<file path="config.mk">
export PLATFORM = sky130hd
export DESIGN_NAME = ewp_host_ctrl
export DESIGN_NICKNAME = d
export VERILOG_FILES = /design/src/ewp_pkg.sv /design/src/ewp_cycle_if.sv /design/src/ewp_host_ctrl.sv /design/src/ewp_bus_cycle.sv
export SDC_FILE = /design/constraint.sdc
export NUM_CORES = 1
export LEC_CHECK = 0
export BUFFER_PORTS_ARGS = -buffer_cell sky130_fd_sc_hd__buf_4
export CORE_MARGIN = 5
export CORE_UTILIZATION = 53
export CTS_CLUSTER_SIZE = 40
export DETAILED_ROUTE_END_ITERATION = 16
export PLACE_DENSITY = 0.85
export SLEW_MARGIN = 20
export SYNTH_ARGS = -nofsm -noshare
export SYNTH_HDL_FRONTEND = slang
export SYNTH_SLANG_ARGS = --single-unit
</file>
<file path="constraint.sdc">
create_clock -name ref_clk_in -period 2.1 [get_ports ref_clk_in]
set_input_delay 0.105 -clock ref_clk_in [delete_from_list [all_inputs] [get_ports ref_clk_in]]
set_output_delay 0.105 -clock ref_clk_in [all_outputs]
set_load 0.05 [all_outputs]
</file>
<file path="src/ewp_pkg.sv">
// Constants, command codes and lock sequence table for the EEPROM write controller.
// Assumes a 250 MHz controller clock and a byte-wide EEPROM with a 15-bit address.
package ewp_pkg;

  //////////////////////////////////////////////////////////////////////////////
  localparam int unsigned CLK_MHZ = 250;
  localparam int unsigned CLK_PERIOD_NS = 4;
  localparam int unsigned ADDR_W = 15;
  localparam int unsigned DATA_W = 8;

  //////////////////////////////////////////////////////////////////////////////
  // Least times round up to whole cycles.
  localparam int unsigned WP_NS = 100;
  localparam int unsigned WP_CYC = (WP_NS + CLK_PERIOD_NS - 1) / CLK_PERIOD_NS;
  localparam int unsigned ACC_NS = 100;
  localparam int unsigned ACC_CYC = (ACC_NS + CLK_PERIOD_NS - 1) / CLK_PERIOD_NS;
  localparam int unsigned AH_NS = 50;
  localparam int unsigned AH_CYC = (AH_NS + CLK_PERIOD_NS - 1) / CLK_PERIOD_NS;
  localparam int unsigned BLC_MIN_NS = 200;
  localparam int unsigned BLC_CYC = (BLC_MIN_NS + CLK_PERIOD_NS - 1) / CLK_PERIOD_NS;
  localparam int unsigned REC_CYC = (BLC_CYC > WP_CYC + 1 + AH_CYC) ?
                                    (BLC_CYC - WP_CYC - 1) : AH_CYC;
  localparam int unsigned BL_US = 100;
  localparam int unsigned BL_CYC = BL_US * CLK_MHZ;
  localparam int unsigned WC_MS = 10;
  localparam int unsigned WC_CYC = WC_MS * 1000 * CLK_MHZ;
  localparam int unsigned RP_US = 100;
  localparam int unsigned RP_CYC = RP_US * CLK_MHZ;
  localparam int unsigned CNT_W = 32;

  //////////////////////////////////////////////////////////////////////////////
  localparam logic [14:0] CMD_ADDR_A = 15'h5555;
  localparam logic [14:0] CMD_ADDR_B = 15'h2AAA;
  localparam logic [7:0] CODE_AA = 8'hAA;
  localparam logic [7:0] CODE_55 = 8'h55;
  localparam logic [7:0] CODE_LOCK = 8'hA0;
  localparam logic [7:0] CODE_80 = 8'h80;
  localparam logic [7:0] CODE_UNLOCK = 8'h20;
  localparam logic [2:0] LOCK_PRE_STEPS = 3'h3;
  localparam logic [2:0] UNLOCK_STEPS = 3'h6;

  typedef enum logic [1:0] {
    CMD_READ = 2'h0,
    CMD_WRITE = 2'h1,
    CMD_LOCK = 2'h2,
    CMD_UNLOCK = 2'h3
  } ewp_cmd_e;

  // Returns {address, data} of step k of the lock prefix or the unlock sequence.
  function automatic logic [22:0] ewp_seq_word(input logic unlock, input logic [2:0] k);
    logic [22:0] w;
    w = {CMD_ADDR_A, CODE_AA};
    case (k)
      3'h0: w = {CMD_ADDR_A, CODE_AA};
      3'h1: w = {CMD_ADDR_B, CODE_55};
      3'h2: w = unlock ? {CMD_ADDR_A, CODE_80} : {CMD_ADDR_A, CODE_LOCK};
      3'h3: w = {CMD_ADDR_A, CODE_AA};
      3'h4: w = {CMD_ADDR_B, CODE_55};
      default: w = {CMD_ADDR_A, CODE_UNLOCK};
    endcase
    return w;
  endfunction : ewp_seq_word

endpackage : ewp_pkg

</file>
<file path="src/ewp_cycle_if.sv">
// Interface between the sequencer and the bus cycle engine.
// Assumes one clock domain; start is a one-cycle pulse, done answers it.
`timescale 1ns/1ns
interface ewp_cycle_if;
  logic start;
  logic wr;
  logic [14:0] addr;
  logic [7:0] wdata;
  logic done;
  logic [7:0] rdata;

  modport seq (output start, output wr, output addr, output wdata,
               input done, input rdata);
  modport engine (input start, input wr, input addr, input wdata,
                  output done, output rdata);
endinterface : ewp_cycle_if

</file>
<file path="src/ewp_host_ctrl.sv">
// Host-side controller that writes, reads and locks a byte-wide EEPROM.
// Assumes the EEPROM pins are wired straight to the outputs below.
//
// Notes on behaviour
// EEPROM latches address on last falling strobe.
// EEPROM latches data on first rising strobe.
// EEPROM filters control glitches of 20 ns.
// Host strobes only for intended accesses.
// Host keeps strobes inactive while unstable.
// Host holds inhibit low during reset.
// EEPROM aborts programming when inhibit falls.
// Inhibit stays high 10 ms after data.
// Lock needs prefix plus data byte.
// Prefix alone does not lock.
// Locked writes each get the prefix.
// Six-byte sequence clears the lock.
// Unlock sequence programs no data.
// Factory state is unlocked.
// Lock prefix is 5555/AA 2AAA/55 5555/A0.
// Sequence bytes follow within 30 us.
// Programming starts 100 us after last byte.
// No access while inhibit is low.
// Busy reads return complemented top bit.
`timescale 1ns/1ns
module ewp_host_ctrl
  import ewp_pkg::*;
#(
  parameter int unsigned RECOVER_CYC = RP_CYC,
  parameter int unsigned COMMIT_CYC = BL_CYC + WC_CYC
) (
  input wire logic ref_clk_in,
  input wire logic rst_in,
  input wire logic req_in,
  input wire logic [1:0] cmd_in,
  input wire logic [14:0] addr_in,
  input wire logic [7:0] wdata_in,
  input wire logic lock_strap_in,
  output logic ready_out,
  output logic done_out,
  output logic [7:0] rdata_out,
  output logic lock_active_out,
  output logic [14:0] mem_addr_out,
  output logic [7:0] mem_data_out,
  output logic mem_data_oe_out,
  input wire logic [7:0] mem_data_in,
  output logic chip_sel_n_out,
  output logic out_gate_n_out,
  output logic write_strobe_n_out,
  output logic write_inhibit_n_out
);

  if (RECOVER_CYC < 1 || COMMIT_CYC < 1 || COMMIT_CYC >= 2 ** (CNT_W - 1)) begin : g_bad
    $error("ewp_host_ctrl: wait counts must be at least one cycle and fit the counter");
  end

  //////////////////////////////////////////////////////////////////////////////
  typedef enum logic [2:0] {
    ST_RECOVER = 3'h0,
    ST_IDLE = 3'h1,
    ST_ISSUE = 3'h3,
    ST_CYCLE = 3'h2,
    ST_COMMIT = 3'h6
  } ewp_state_e;

  ewp_state_e state_q;
  logic [CNT_W-1:0] cnt_q;
  ewp_cmd_e cmd_q;
  logic [14:0] uaddr_q;
  logic [7:0] udata_q;
  logic [2:0] step_q;
  logic [2:0] last_q;
  logic [2:0] pre_q;
  logic lock_q;
  logic ready_q;
  logic done_q;
  logic [7:0] rdata_q;
  logic inhibit_n_q;
  logic [22:0] step_word;
  logic step_done;

  ewp_cycle_if cyc_bus ();

  ewp_bus_cycle u_cycle (
    .ref_clk_in(ref_clk_in),
    .rst_in(rst_in),
    .cyc(cyc_bus),
    .mem_addr_out(mem_addr_out),
    .mem_data_out(mem_data_out),
    .mem_data_oe_out(mem_data_oe_out),
    .mem_data_in(mem_data_in),
    .chip_sel_n_out(chip_sel_n_out),
    .out_gate_n_out(out_gate_n_out),
    .write_strobe_n_out(write_strobe_n_out)
  );

  //////////////////////////////////////////////////////////////////////////////
  // Table steps come first; the user byte, if any, closes the sequence.
  always_comb begin
    step_word = {uaddr_q, udata_q};
    if (step_q < pre_q) begin
      step_word = ewp_seq_word(cmd_q == CMD_UNLOCK, step_q);
    end
  end

  assign step_done = cyc_bus.done && (step_q == last_q);

  //////////////////////////////////////////////////////////////////////////////
  // Inhibit drops only during reset, so only a reset can cut programming short.
  always_ff @(posedge ref_clk_in) begin
    if (rst_in) begin
      inhibit_n_q <= 1'b0;
    end else begin
      inhibit_n_q <= 1'b1;
    end
  end

  assign write_inhibit_n_out = inhibit_n_q;

  //////////////////////////////////////////////////////////////////////////////
  // The lock state lives in the EEPROM across power cycles, so it is only
  // guessed here: the strap gives its start value, commands then track it.
  always_ff @(posedge ref_clk_in) begin
    if (rst_in) begin
      lock_q <= 1'b0;
    end else if (state_q == ST_RECOVER && cnt_q == CNT_W'(RECOVER_CYC - 1)) begin
      lock_q <= lock_strap_in;
    end else if (step_done && cmd_q == CMD_LOCK) begin
      lock_q <= 1'b1;
    end else if (step_done && cmd_q == CMD_UNLOCK) begin
      lock_q <= 1'b0;
    end
  end

  assign lock_active_out = lock_q;

  //////////////////////////////////////////////////////////////////////////////
  always_ff @(posedge ref_clk_in) begin
    if (rst_in) begin
      state_q <= ST_RECOVER;
      cnt_q <= '0;
      cmd_q <= CMD_READ;
      uaddr_q <= 15'h0000;
      udata_q <= 8'h00;
      step_q <= 3'h0;
      last_q <= 3'h0;
      pre_q <= 3'h0;
      cyc_bus.start <= 1'b0;
      cyc_bus.wr <= 1'b0;
      cyc_bus.addr <= 15'h0000;
      cyc_bus.wdata <= 8'h00;
    end else begin
      cyc_bus.start <= 1'b0;
      case (state_q)
        ST_RECOVER: begin
          // No access until inhibit has been high for the protect time.
          if (cnt_q == CNT_W'(RECOVER_CYC - 1)) begin
            cnt_q <= '0;
            state_q <= ST_IDLE;
          end else begin
            cnt_q <= cnt_q + 1'b1;
          end
        end
        ST_IDLE: begin
          if (req_in) begin
            cmd_q <= ewp_cmd_e'(cmd_in);
            uaddr_q <= addr_in;
            udata_q <= wdata_in;
            step_q <= 3'h0;
            case (ewp_cmd_e'(cmd_in))
              CMD_WRITE: begin
                pre_q <= lock_q ? LOCK_PRE_STEPS : 3'h0;
                last_q <= lock_q ? LOCK_PRE_STEPS : 3'h0;
              end
              CMD_LOCK: begin
                pre_q <= LOCK_PRE_STEPS;
                last_q <= LOCK_PRE_STEPS;
              end
              CMD_UNLOCK: begin
                pre_q <= UNLOCK_STEPS;
                last_q <= UNLOCK_STEPS - 3'h1;
              end
              default: begin
                pre_q <= 3'h0;
                last_q <= 3'h0;
              end
            endcase
            state_q <= ST_ISSUE;
          end
        end
        ST_ISSUE: begin
          cyc_bus.start <= 1'b1;
          cyc_bus.wr <= (cmd_q != CMD_READ);
          cyc_bus.addr <= step_word[22:8];
          cyc_bus.wdata <= step_word[7:0];
          state_q <= ST_CYCLE;
        end
        ST_CYCLE: begin
          // Bytes of a sequence go back to back, far inside the load window.
          if (cyc_bus.done) begin
            if (step_q != last_q) begin
              step_q <= step_q + 3'h1;
              state_q <= ST_ISSUE;
            end else if (cmd_q == CMD_READ) begin
              state_q <= ST_IDLE;
            end else begin
              cnt_q <= '0;
              state_q <= ST_COMMIT;
            end
          end
        end
        default: begin
          // Wait out the load window and the full write cycle instead of
          // polling, which keeps busy reads off the bus.
          if (cnt_q == CNT_W'(COMMIT_CYC - 1)) begin
            cnt_q <= '0;
            state_q <= ST_IDLE;
          end else begin
            cnt_q <= cnt_q + 1'b1;
          end
        end
      endcase
    end
  end

  //////////////////////////////////////////////////////////////////////////////
  always_ff @(posedge ref_clk_in) begin
    if (rst_in) begin
      ready_q <= 1'b0;
      done_q <= 1'b0;
      rdata_q <= 8'h00;
    end else begin
      done_q <= 1'b0;
      if (state_q == ST_IDLE && req_in) begin
        ready_q <= 1'b0;
      end else if (state_q == ST_RECOVER && cnt_q == CNT_W'(RECOVER_CYC - 1)) begin
        ready_q <= 1'b1;
      end else if (step_done && cmd_q == CMD_READ) begin
        ready_q <= 1'b1;
        done_q <= 1'b1;
        rdata_q <= cyc_bus.rdata;
      end else if (state_q == ST_COMMIT && cnt_q == CNT_W'(COMMIT_CYC - 1)) begin
        ready_q <= 1'b1;
        done_q <= 1'b1;
      end
    end
  end

  assign ready_out = ready_q;
  assign done_out = done_q;
  assign rdata_out = rdata_q;

endmodule : ewp_host_ctrl

</file>
<file path="src/ewp_bus_cycle.sv">
// Bus cycle engine: one strobed write or read on the EEPROM pins.
// Assumes start comes only while idle; all pin outputs are registered.
`timescale 1ns/1ns
module ewp_bus_cycle
  import ewp_pkg::*;
(
  input wire logic ref_clk_in,
  input wire logic rst_in,
  ewp_cycle_if.engine cyc,
  output logic [14:0] mem_addr_out,
  output logic [7:0] mem_data_out,
  output logic mem_data_oe_out,
  input wire logic [7:0] mem_data_in,
  output logic chip_sel_n_out,
  output logic out_gate_n_out,
  output logic write_strobe_n_out
);

  typedef enum logic [1:0] {
    E_IDLE = 2'h0,
    E_SETUP = 2'h1,
    E_PULSE = 2'h3,
    E_REC = 2'h2
  } ewp_eng_e;

  ewp_eng_e state_q;
  logic [7:0] cnt_q;
  logic wr_q;

  //////////////////////////////////////////////////////////////////////////////
  always_ff @(posedge ref_clk_in) begin
    if (rst_in) begin
      state_q <= E_IDLE;
      cnt_q <= 8'h00;
      wr_q <= 1'b0;
      cyc.done <= 1'b0;
      cyc.rdata <= 8'h00;
      mem_addr_out <= 15'h0000;
      mem_data_out <= 8'h00;
      mem_data_oe_out <= 1'b0;
      chip_sel_n_out <= 1'b1;
      out_gate_n_out <= 1'b1;
      write_strobe_n_out <= 1'b1;
    end else begin
      cyc.done <= 1'b0;
      case (state_q)
        E_IDLE: begin
          if (cyc.start) begin
            wr_q <= cyc.wr;
            mem_addr_out <= cyc.addr;
            mem_data_out <= cyc.wdata;
            mem_data_oe_out <= cyc.wr;
            chip_sel_n_out <= 1'b0;
            state_q <= E_SETUP;
          end
        end
        E_SETUP: begin
          // Strobe widths of 100 ns keep every access well clear of the glitch filter.
          if (wr_q) begin
            write_strobe_n_out <= 1'b0;
            cnt_q <= 8'(WP_CYC - 1);
          end else begin
            out_gate_n_out <= 1'b0;
            cnt_q <= 8'(ACC_CYC - 1);
          end
          state_q <= E_PULSE;
        end
        E_PULSE: begin
          if (cnt_q == 8'h00) begin
            if (!wr_q) begin
              cyc.rdata <= mem_data_in;
            end
            write_strobe_n_out <= 1'b1;
            out_gate_n_out <= 1'b1;
            chip_sel_n_out <= 1'b1;
            cnt_q <= 8'(REC_CYC - 1);
            state_q <= E_REC;
          end else begin
            cnt_q <= cnt_q - 8'h01;
          end
        end
        default: begin
          // Address and data stay driven through recovery to cover hold time.
          if (cnt_q == 8'h00) begin
            mem_data_oe_out <= 1'b0;
            cyc.done <= 1'b1;
            state_q <= E_IDLE;
          end else begin
            cnt_q <= cnt_q - 8'h01;
          end
        end
      endcase
    end
  end

endmodule : ewp_bus_cycle

</file>
==> qor.yml, run 1 <==
syn_area_per_cell_um2: 8.23
final_antenna_net_count: 0
cp_top_family: "compound AO/OA/AOI/OAI gates"
synth_top_area_cell: "dfxtp_1"
finish.utilization: 0.717
first_iter_violations: 856
synthTopCellsByArea: "dfxtp_1 46%, nand2_1 8.0%, a21oi_1 6.1%"
syn-num-nets: 848
worstReg2RegStart: "step_q[1]"
antenna_found_initial: 1
gr-usage-all-layers: 0.249
viasPerCell: 5.90
top_usage_layer: "met2"
arrival_ps: 2390
cts.sinks: 150
clock.fmax_ghz: 0.479
hold_viol_final: 0
htreeDepth: 4
cellLeakagePower_nw: 3.16
synth_seq_cells: 150
area_growth_pct: 31.7
numCtsBuffers: 17
synth_top_area_share: 0.455
io_pins: 76
cap_violations: 0
clk_latency_ps: 420
reg2reg_to: "cyc_bus.addr[8]"
ir_drop_uv: 480
holdWs_ps: 127
via_count: 6545
crit_path_start: "step_q[1]"
grt_pass1_vias: 6025
pwr_density_cell_mw_per_mm2: 726
io_buffers: 75
grt_pass1_wl_mm: 29.8
critPathBufInv: 1
gp_congestion: 0.909
synthCells: 801
slew_headroom: 0.370
finClkSkew_ps: 6.22
design_area_mm2: 0.00869
syn_area_mm2: 0.00659
layout-drive-gt1-share: 0.215
routedWlPerCell_um: 17.2
placed_area_mm2: 0.00755
async_flop_share: 0
preCtsSetupSlack_ps: 9.30
hold_path.class: "input port to flop"
core_area_mm2: 0.0121
cts.path.max_buffers: 2
synth-warning-count: 0
rr_worst_depth: 7
synth-edff-count: 0
cts.reportedPaths.clkPinSlew_ps: 60
tightest_slew_ps: 944
yosysMostFrequentCell: "dfxtp_1"
drt-total-wl_mm: 19.1
grt_max_degree: 50
cts_root_buf: "clkbuf_16"
die_y_um: 122
netlist_top_cells_count: "150 x dfxtp_1, 140 x nand2_1, 86 x nor2_1"
num-fill-cells: 832
fp-row-count: 40
status: "complete, no violations"
critPathMaxStageDelay_ps: 510
worst_setup_path_end_kind: "flop"
yosys_most_used_dff: "dfxtp_1"
slew_viol_final: 0
start_kind: "flop"
critPathSlowestCell: "dfxtp_1"
cp_num_cells: 7
synth_cell_types: 69
crit_end: "cyc_bus.addr[8]"
use_met2: 0.396
worstPathMaxFanout: 9
path_cells: "inv_1, ha_1, nor2b_1, a211oi_2, a221oi_4, a211oi_1, nor3_1"
dr.pass1.iters: 6
period_needed_ps: 2090
chipWidth_um: 122
drc_errors: 0
required_ps: 2400
die_area_mm2: 0.0148
seq_area_frac_synth: 0.455
initial_utilization: 0.544
cts_tree: "yes"
grt_use_met1: 0.332
met3_usage: 0.0557
dp_hpwl_mm: 11.4
crit_type: "flop to flop"
setup_tns_ps: 0
reg2reg_slack_ps: 10
finalCritPeriodShare: 0.995
finalSetupViolations: 0
grt-ovfl-total: 0
nNetsFinal: 975
hold_depth: 2
fin_ws_ps: 10.7
-- how the worst min path moves through the flow --
stage                                       to  slack (ps)            from
after floorplan                     udata_q[7]         240     wdata_in[7]
after global placement    u_cycle.cyc.rdata[3]         340  mem_data_in[3]
after detailed placement  u_cycle.cyc.rdata[6]         350  mem_data_in[6]
after CTS                 u_cycle.cyc.rdata[1]         130          rst_in
after global routing      u_cycle.cyc.rdata[4]         150          rst_in
final                     u_cycle.cyc.rdata[1]         130          rst_in
-- state kept, by name, summed over array words and instances (netlist names), 2 cells and up --
name / count
cnt_q: 32
cyc_bus.addr: 15
u_cycle.mem_addr_out: 15
uaddr_q: 15
cyc_bus.wdata: 8
rdata_out: 8
u_cycle.cnt_q: 8
u_cycle.cyc.rdata: 8
u_cycle.mem_data_out: 8
udata_q: 8
state_q: 3
step_q: 3
cmd_q: 2
last_q: 2
u_cycle.state_q: 2
-- layout by cell type (no fill, tap or decap), types with 5 or more instances in the layout --
master,Yosys,routed
nand2_1,140,140
buf_4,3,122
nand4_1,16,16
o21ai_1,10,10
clkbuf_16,0,17
a21oi_2,1,5
nor3_1,23,22
a21oi_1,80,76
inv_1,14,14
nor4b_1,7,5
dfxtp_1,150,148
xor2_1,9,9
dlygate4sd3_1,0,34
nor2_1,86,85
a211oi_1,25,24
o21ai_0,16,15
and3_1,8,8
ha_1,10,8
nor4_1,10,8
mux2i_1,12,12
xnor2_1,16,16
nand3_1,30,30
or3_1,11,10
-- area by class of cell --
class	instances	area (um2)	area share
clock buffer	19	453	0.0521
timing repair buffer	160	1330	0.153
inverter	15	56.3	0.00648
antenna	1	2.50	0.000288
clock inverter	13	171	0.0197
tap	168	210	0.0242
sequential	150	3010	0.346
multi-input combinational	584	3460	0.398
-- metal layers --
metal,vias up,share of wire
met5,-,0
met3,66,0.084
met1,3043,0.42
met2,365,0.47
met4,0,0.031
li1,3071,-
-- metrics by stage --
stage / std cells / power (mW)
3_3_place_gp: 1040 / 3.09
6_report: 1110 / 6.30
5_1_grt: 1110 / 6.47
4_1_cts: 1107 / 6.29
3_5_place_dp: 1040 / 3.10
2_1_floorplan: 801 / 3.00
-- repair_timing --
action                                  4_1_cts  5_1_grt
hold endpoints to repair                     35        0
pin swaps                                     1        9
hold buffers                                 34        0
resized for setup                             5       25
endpoints found under the setup margin       50       63
buffers inserted                              1        2
-- kinds of logic (layout without fill, tap and decap cells) --
kind of cell / after synthesis / in the layout / synth area share
other: 0 / 1 / 0
buffers and inverters: 67 / 207 / 0.0417
and+or+nand+nor: 370 / 370 / 0.271
adders and majority gates: 10 / 10 / 0.0190
DFF: 150 / 150 / 0.455
muxes: 14 / 14 / 0.0216
xor gates and xnor gates: 27 / 27 / 0.0381
AOI/OAI and AO/OA: 163 / 163 / 0.153
-- where the power goes --
group	internal (mW)	switching, mW
Combinational	0.122	0.112
Clock	1.95	1.26
Sequential	2.86	0.00871
Total	4.93	1.38
No activity file was read; power rests on OpenSTA's default activity.
==> inputs of run 2 (changes only) <==
Settings changed: BUFFER_PORTS_ARGS -buffer_cell sky130_fd_sc_hd__buf_4 to -buffer_cell sky130_fd_sc_hd__buf_2.
==> qor.yml, run 2 (same netlist as run 1, synthesis figures left out) <==
drt-total-wl_mm: 19.0
arrival_ps: 2380
antenna_found_initial: 0
reg2reg_to: "cnt_q[30]"
design_area_mm2: 0.00844
ir_drop_uv: 613
grt-ovfl-total: 0
final_antenna_net_count: 0
hold_viol_final: 0
finalSetupViolations: 0
top_layer_used: "met4"
area_growth_pct: 27.9
slew_viol_final: 0
routedWlPerCell_um: 17.2
placed_area_mm2: 0.00737
dp_hpwl_mm: 11.4
wl_met2_mm: 9.12
cts.path.max_buffers: 2
path_cells: "ha_2, buf_4, nand2_1, nor4_2, buf_4, nand4_1, or3_1, a21oi_1"
reg2reg_slack_ps: 70
fin_ws_ps: 74.8
period_needed_ps: 2030
first_iter_violations: 919
crit_path_start: "cnt_q[1]"
cts.sinks: 150
grt_max_degree: 42
status: "complete, no violations"
registers.top_by_ff_count: "cnt_q"
cap_violations: 0
hold_depth: 2
viasPerCell: 5.88
worst_setup_path_end_kind: "flop"
most-common-layout-cells: "149 x dfxtp_1, 140 x nand2_1, 85 x nor2_1"
hold_end: "step_q[1]"
clock.fmax_ghz: 0.494
power_mw: 6.31
nNetsFinal: 975
cts_root_buf: "clkbuf_16"
chipWidth_um: 122
initial_utilization: 0.544
dr.pass1.iters: 6
num-fill-cells: 849
final_common_cell: "dfxtp_1"
required_ps: 2450
wl_met3_mm: 1.40
worstPathMaxFanout: 5
antenna_cells: 0
hold_path.class: "input port to flop"
gr-usage-all-layers: 0.251
finalCritPeriodShare: 0.964
clk_latency_ps: 420
critPathSlowestCell: "or3_1"
crit_type: "flop to flop"
preCtsSetupSlack_ps: 6.25
die_area_mm2: 0.0148
grt_pass1_vias: 6158
cellLeakagePower_nw: 3.14
largest_reg_flops: 32
htreeDepth: 4
slew_headroom: 0.373
drc_errors: 0
pwr_density_cell_mw_per_mm2: 748
grt_pass1_wl_mm: 29.9
cts_tree: "yes"
die_y_um: 122
finish.utilization: 0.696
min-delay-start: "rst_in"
cpMostUsedCell: "buf_4"
fp-row-count: 40
core_area_mm2: 0.0121
worstReg2RegStart: "cnt_q[1]"
rr_worst_depth: 8
met1_length_mm: 7.73
finClkSkew_ps: 7.73
io_pins: 76
critPathMaxStageDelay_ps: 400
layout-drive-gt1-share: 0.205
via_count: 6522
gp_congestion: 0.863
numCtsBuffers: 17
holdWs_ps: 125
cts.reportedPaths.clkPinSlew_ps: 60
io_buffers: 75
tightest_slew_ps: 941
start_kind: "flop"
==> run 2: changes by cell type in the layout (fill, tap and decap cells not counted), moves of 2 or more <==
cell / change
buf_2: +74
a21oi_1: +2
buf_4: -73
a21oi_2: -2
clkinv_4: -2
clkbuf_1: +2
==> run 2: how the worst max path moves through the flow <==
stage,to,slack (ps)
finish,cnt_q[30],70
global route,done_out,-1
CTS,cnt_q[23],20
detailed placement,done_out,6
global placement,cnt_q[23],110
floorplan,cnt_q[23],80
==> run 2: stage by stage <==
stage          std cells  setup TNS [ps]
3_5_place_dp        1043               0
4_1_cts             1109               0
2_1_floorplan        801               0
3_3_place_gp        1043               0
6_report            1109               0
5_1_grt             1109           -1.05
==> run 2: repair_timing <==
action | in CTS | in global routing
gates resized for setup | 2 | 19
hold buffers | 34 | 0
pin swaps | 0 | 2
hold endpoints to repair | 35 | 0
buffers inserted | 0 | 0
endpoints found under the setup margin | 34 | 26
==> run 2: worst max-delay path, delay by kind of cell (launching register included) <==
kind	cells	cell delay, ps
and+or+nand+nor	4	900
AOI/OAI and AO/OA	1	150
DFF	1	360
buffers and inverters	2	320
adders and majority gates	1	230
==> run 2: per-layer routing <==
| metal | track usage | vias to the layer above |
|---|---|---|
| met4 | 0.118 | 0 |
| met3 | 0.0534 | 80 |
| li1 | - | 3057 |
| met2 | 0.413 | 369 |
| met1 | 0.315 | 3016 |
| met5 | 0 | - |
==> run 2: power breakdown <==
part	switching [mW]	internal [mW]	leakage, nW
sequential	0.00796	2.86	1.21
combinational	0.104	0.0956	1.63
clock	1.19	2.05	0.304
==> run 2: final cells by class <==
class,count,area (um2),area share
Multi-Input combinational cell,584,3400,0.403
Sequential cell,150,3000,0.356
Timing Repair Buffer,160,1130,0.134
Clock buffer,21,460,0.0546
Tap cell,168,210,0.0249
Clock inverter,11,171,0.0203
Inverter,15,56.3,0.00667
==> inputs of run 3 (changes only) <==
Settings changed: RECOVER_POWER set to 25.
==> qor.yml, run 3 (same netlist as run 1, synthesis figures left out) <==
cellLeakagePower_nw: 2.98
reg2reg_to: "cnt_q[30]"
slew_headroom: 0.378
rr_worst_depth: 8
fin_ws_ps: 79.4
hold_viol_final: 0
status: "complete, no violations"
cts_root_buf: "clkbuf_16"
arrival_ps: 2370
cp_top_family: "simple AND/OR/NAND/NOR gates"
dp_hpwl_mm: 11.4
final_common_cell: "dfxtp_1"
gr-usage-all-layers: 0.251
drt-total-wl_mm: 19.1
finClkSkew_ps: 7.27
largest_reg_flops: 32
registers.top_by_ff_count: "cnt_q"
grt_max_degree: 42
reg2reg_slack_ps: 80
design_area_mm2: 0.00838
dr.pass1.iters: 8
preCtsSetupSlack_ps: 6.25
io_buffers: 75
critPathSlowestCell: "or3_1"
finish.utilization: 0.692
final_antenna_net_count: 0
finalSetupViolations: 0
cts.reportedPaths.clkPinSlew_ps: 60
via_count: 6515
worstReg2RegStart: "cnt_q[1]"
numCtsBuffers: 17
tightest_slew_ps: 933
grt-ovfl-total: 0
critPathMaxStageDelay_ps: 400
drc_errors: 0
die_y_um: 122
crit_type: "flop to flop"
layout-drive-gt1-share: 0.163
antenna_cells: 0
worst_setup_path_end_kind: "flop"
fp-row-count: 40
clk_latency_ps: 420
first_iter_violations: 952
grt_pass1_vias: 6158
hold_depth: 2
post-cts-setup-buffers: 0
pwr_density_cell_mw_per_mm2: 754
power_mw: 6.32
nNetsFinal: 975
die_area_mm2: 0.0148
core_area_mm2: 0.0121
antenna_found_initial: 0
required_ps: 2450
ir_drop_uv: 631
slew_viol_final: 0
routedWlPerCell_um: 17.2
cpMostUsedCell: "buf_4"
finalCritPeriodShare: 0.962
area_growth_pct: 27.1
cap_violations: 0
placed_area_mm2: 0.00737
most-common-layout-cells: "149 x dfxtp_1, 140 x nand2_1, 85 x nor2_1"
grt_pass1_wl_mm: 29.9
htreeDepth: 4
path_cells: "ha_2, buf_4, nand2_1, nor4_2, buf_4, nand4_1, or3_1, a21oi_1"
hold_path.class: "input port to flop"
hold_end: "step_q[1]"
worstPathMaxFanout: 5
chipWidth_um: 122
initial_utilization: 0.544
period_needed_ps: 2020
clock.fmax_ghz: 0.495
gp_congestion: 0.863
cts.sinks: 150
viasPerCell: 5.87
io_pins: 76
start_kind: "flop"
cts_tree: "yes"
critPathBufInv: 2
cts.path.max_buffers: 2
min-delay-start: "rst_in"
==> run 3: cell types whose count changed in the layout (fill, tap and decap cells not counted), sizes merged <==
cell,before,now
buf,126,85
clkbuf,21,62
==> run 3: area by class of cell <==
class,instances,area [um2]
clock inverters,11,171
well taps,168,210
multi-input cells,584,3400
clock buffers,21,460
flip-flops and latches,150,3000
fillers,878,3730
repair buffers,160,1070
inverters,15,56.3
==> run 3: report_power, final <==
| group | internal [mW] | switching (mW) | total, mW |
|---|---|---|---|
| Sequential | 2.86 | 0.00834 | 2.86 |
| Combinational | 0.0943 | 0.104 | 0.198 |
| Clock | 2.05 | 1.20 | 3.25 |
==> run 3: worst max path at each step <==
stage / endpoint / slack [ps] / start / cells past startpoint
after floorplan: cnt_q[23] / 80 / step_q[2] / 7
after global placement: cnt_q[23] / 110 / pre_q[2] / 7
after detailed placement: done_out / 6 / cnt_q[1] / 7
after CTS: cnt_q[23] / 20 / pre_q[2] / 7
after global routing: done_out / -1 / cnt_q[2] / 6
final: cnt_q[30] / 80 / cnt_q[1] / 8
==> run 3: routing by layer <==
metal,up-vias,share of wire,wire length [um],GRT usage
met5,-,0,0,0
met4,0,0.043,823,0.118
met3,80,0.074,1410,0.0534
met2,356,0.48,9100,0.413
met1,3018,0.41,7750,0.315
li1,3061,-,-,-
==> run 3: through the flow <==
stage                     hold slack [ps]  TNS [ps]  cells
after detailed placement              347         0   1043
after global routing                  154     -1.05   1109
after floorplan                       241         0    801
after CTS                             111         0   1109
after global placement                337         0   1043
final                                 119         0   1109
==> run 3: what timing repair did <==
item / in CTS / in global routing
gates resized for setup: 2 / 19
hold buffers: 34 / 0
pin swaps: 0 / 2
endpoints found under the setup margin: 34 / 26
endpoints found under the hold margin: 35 / 0
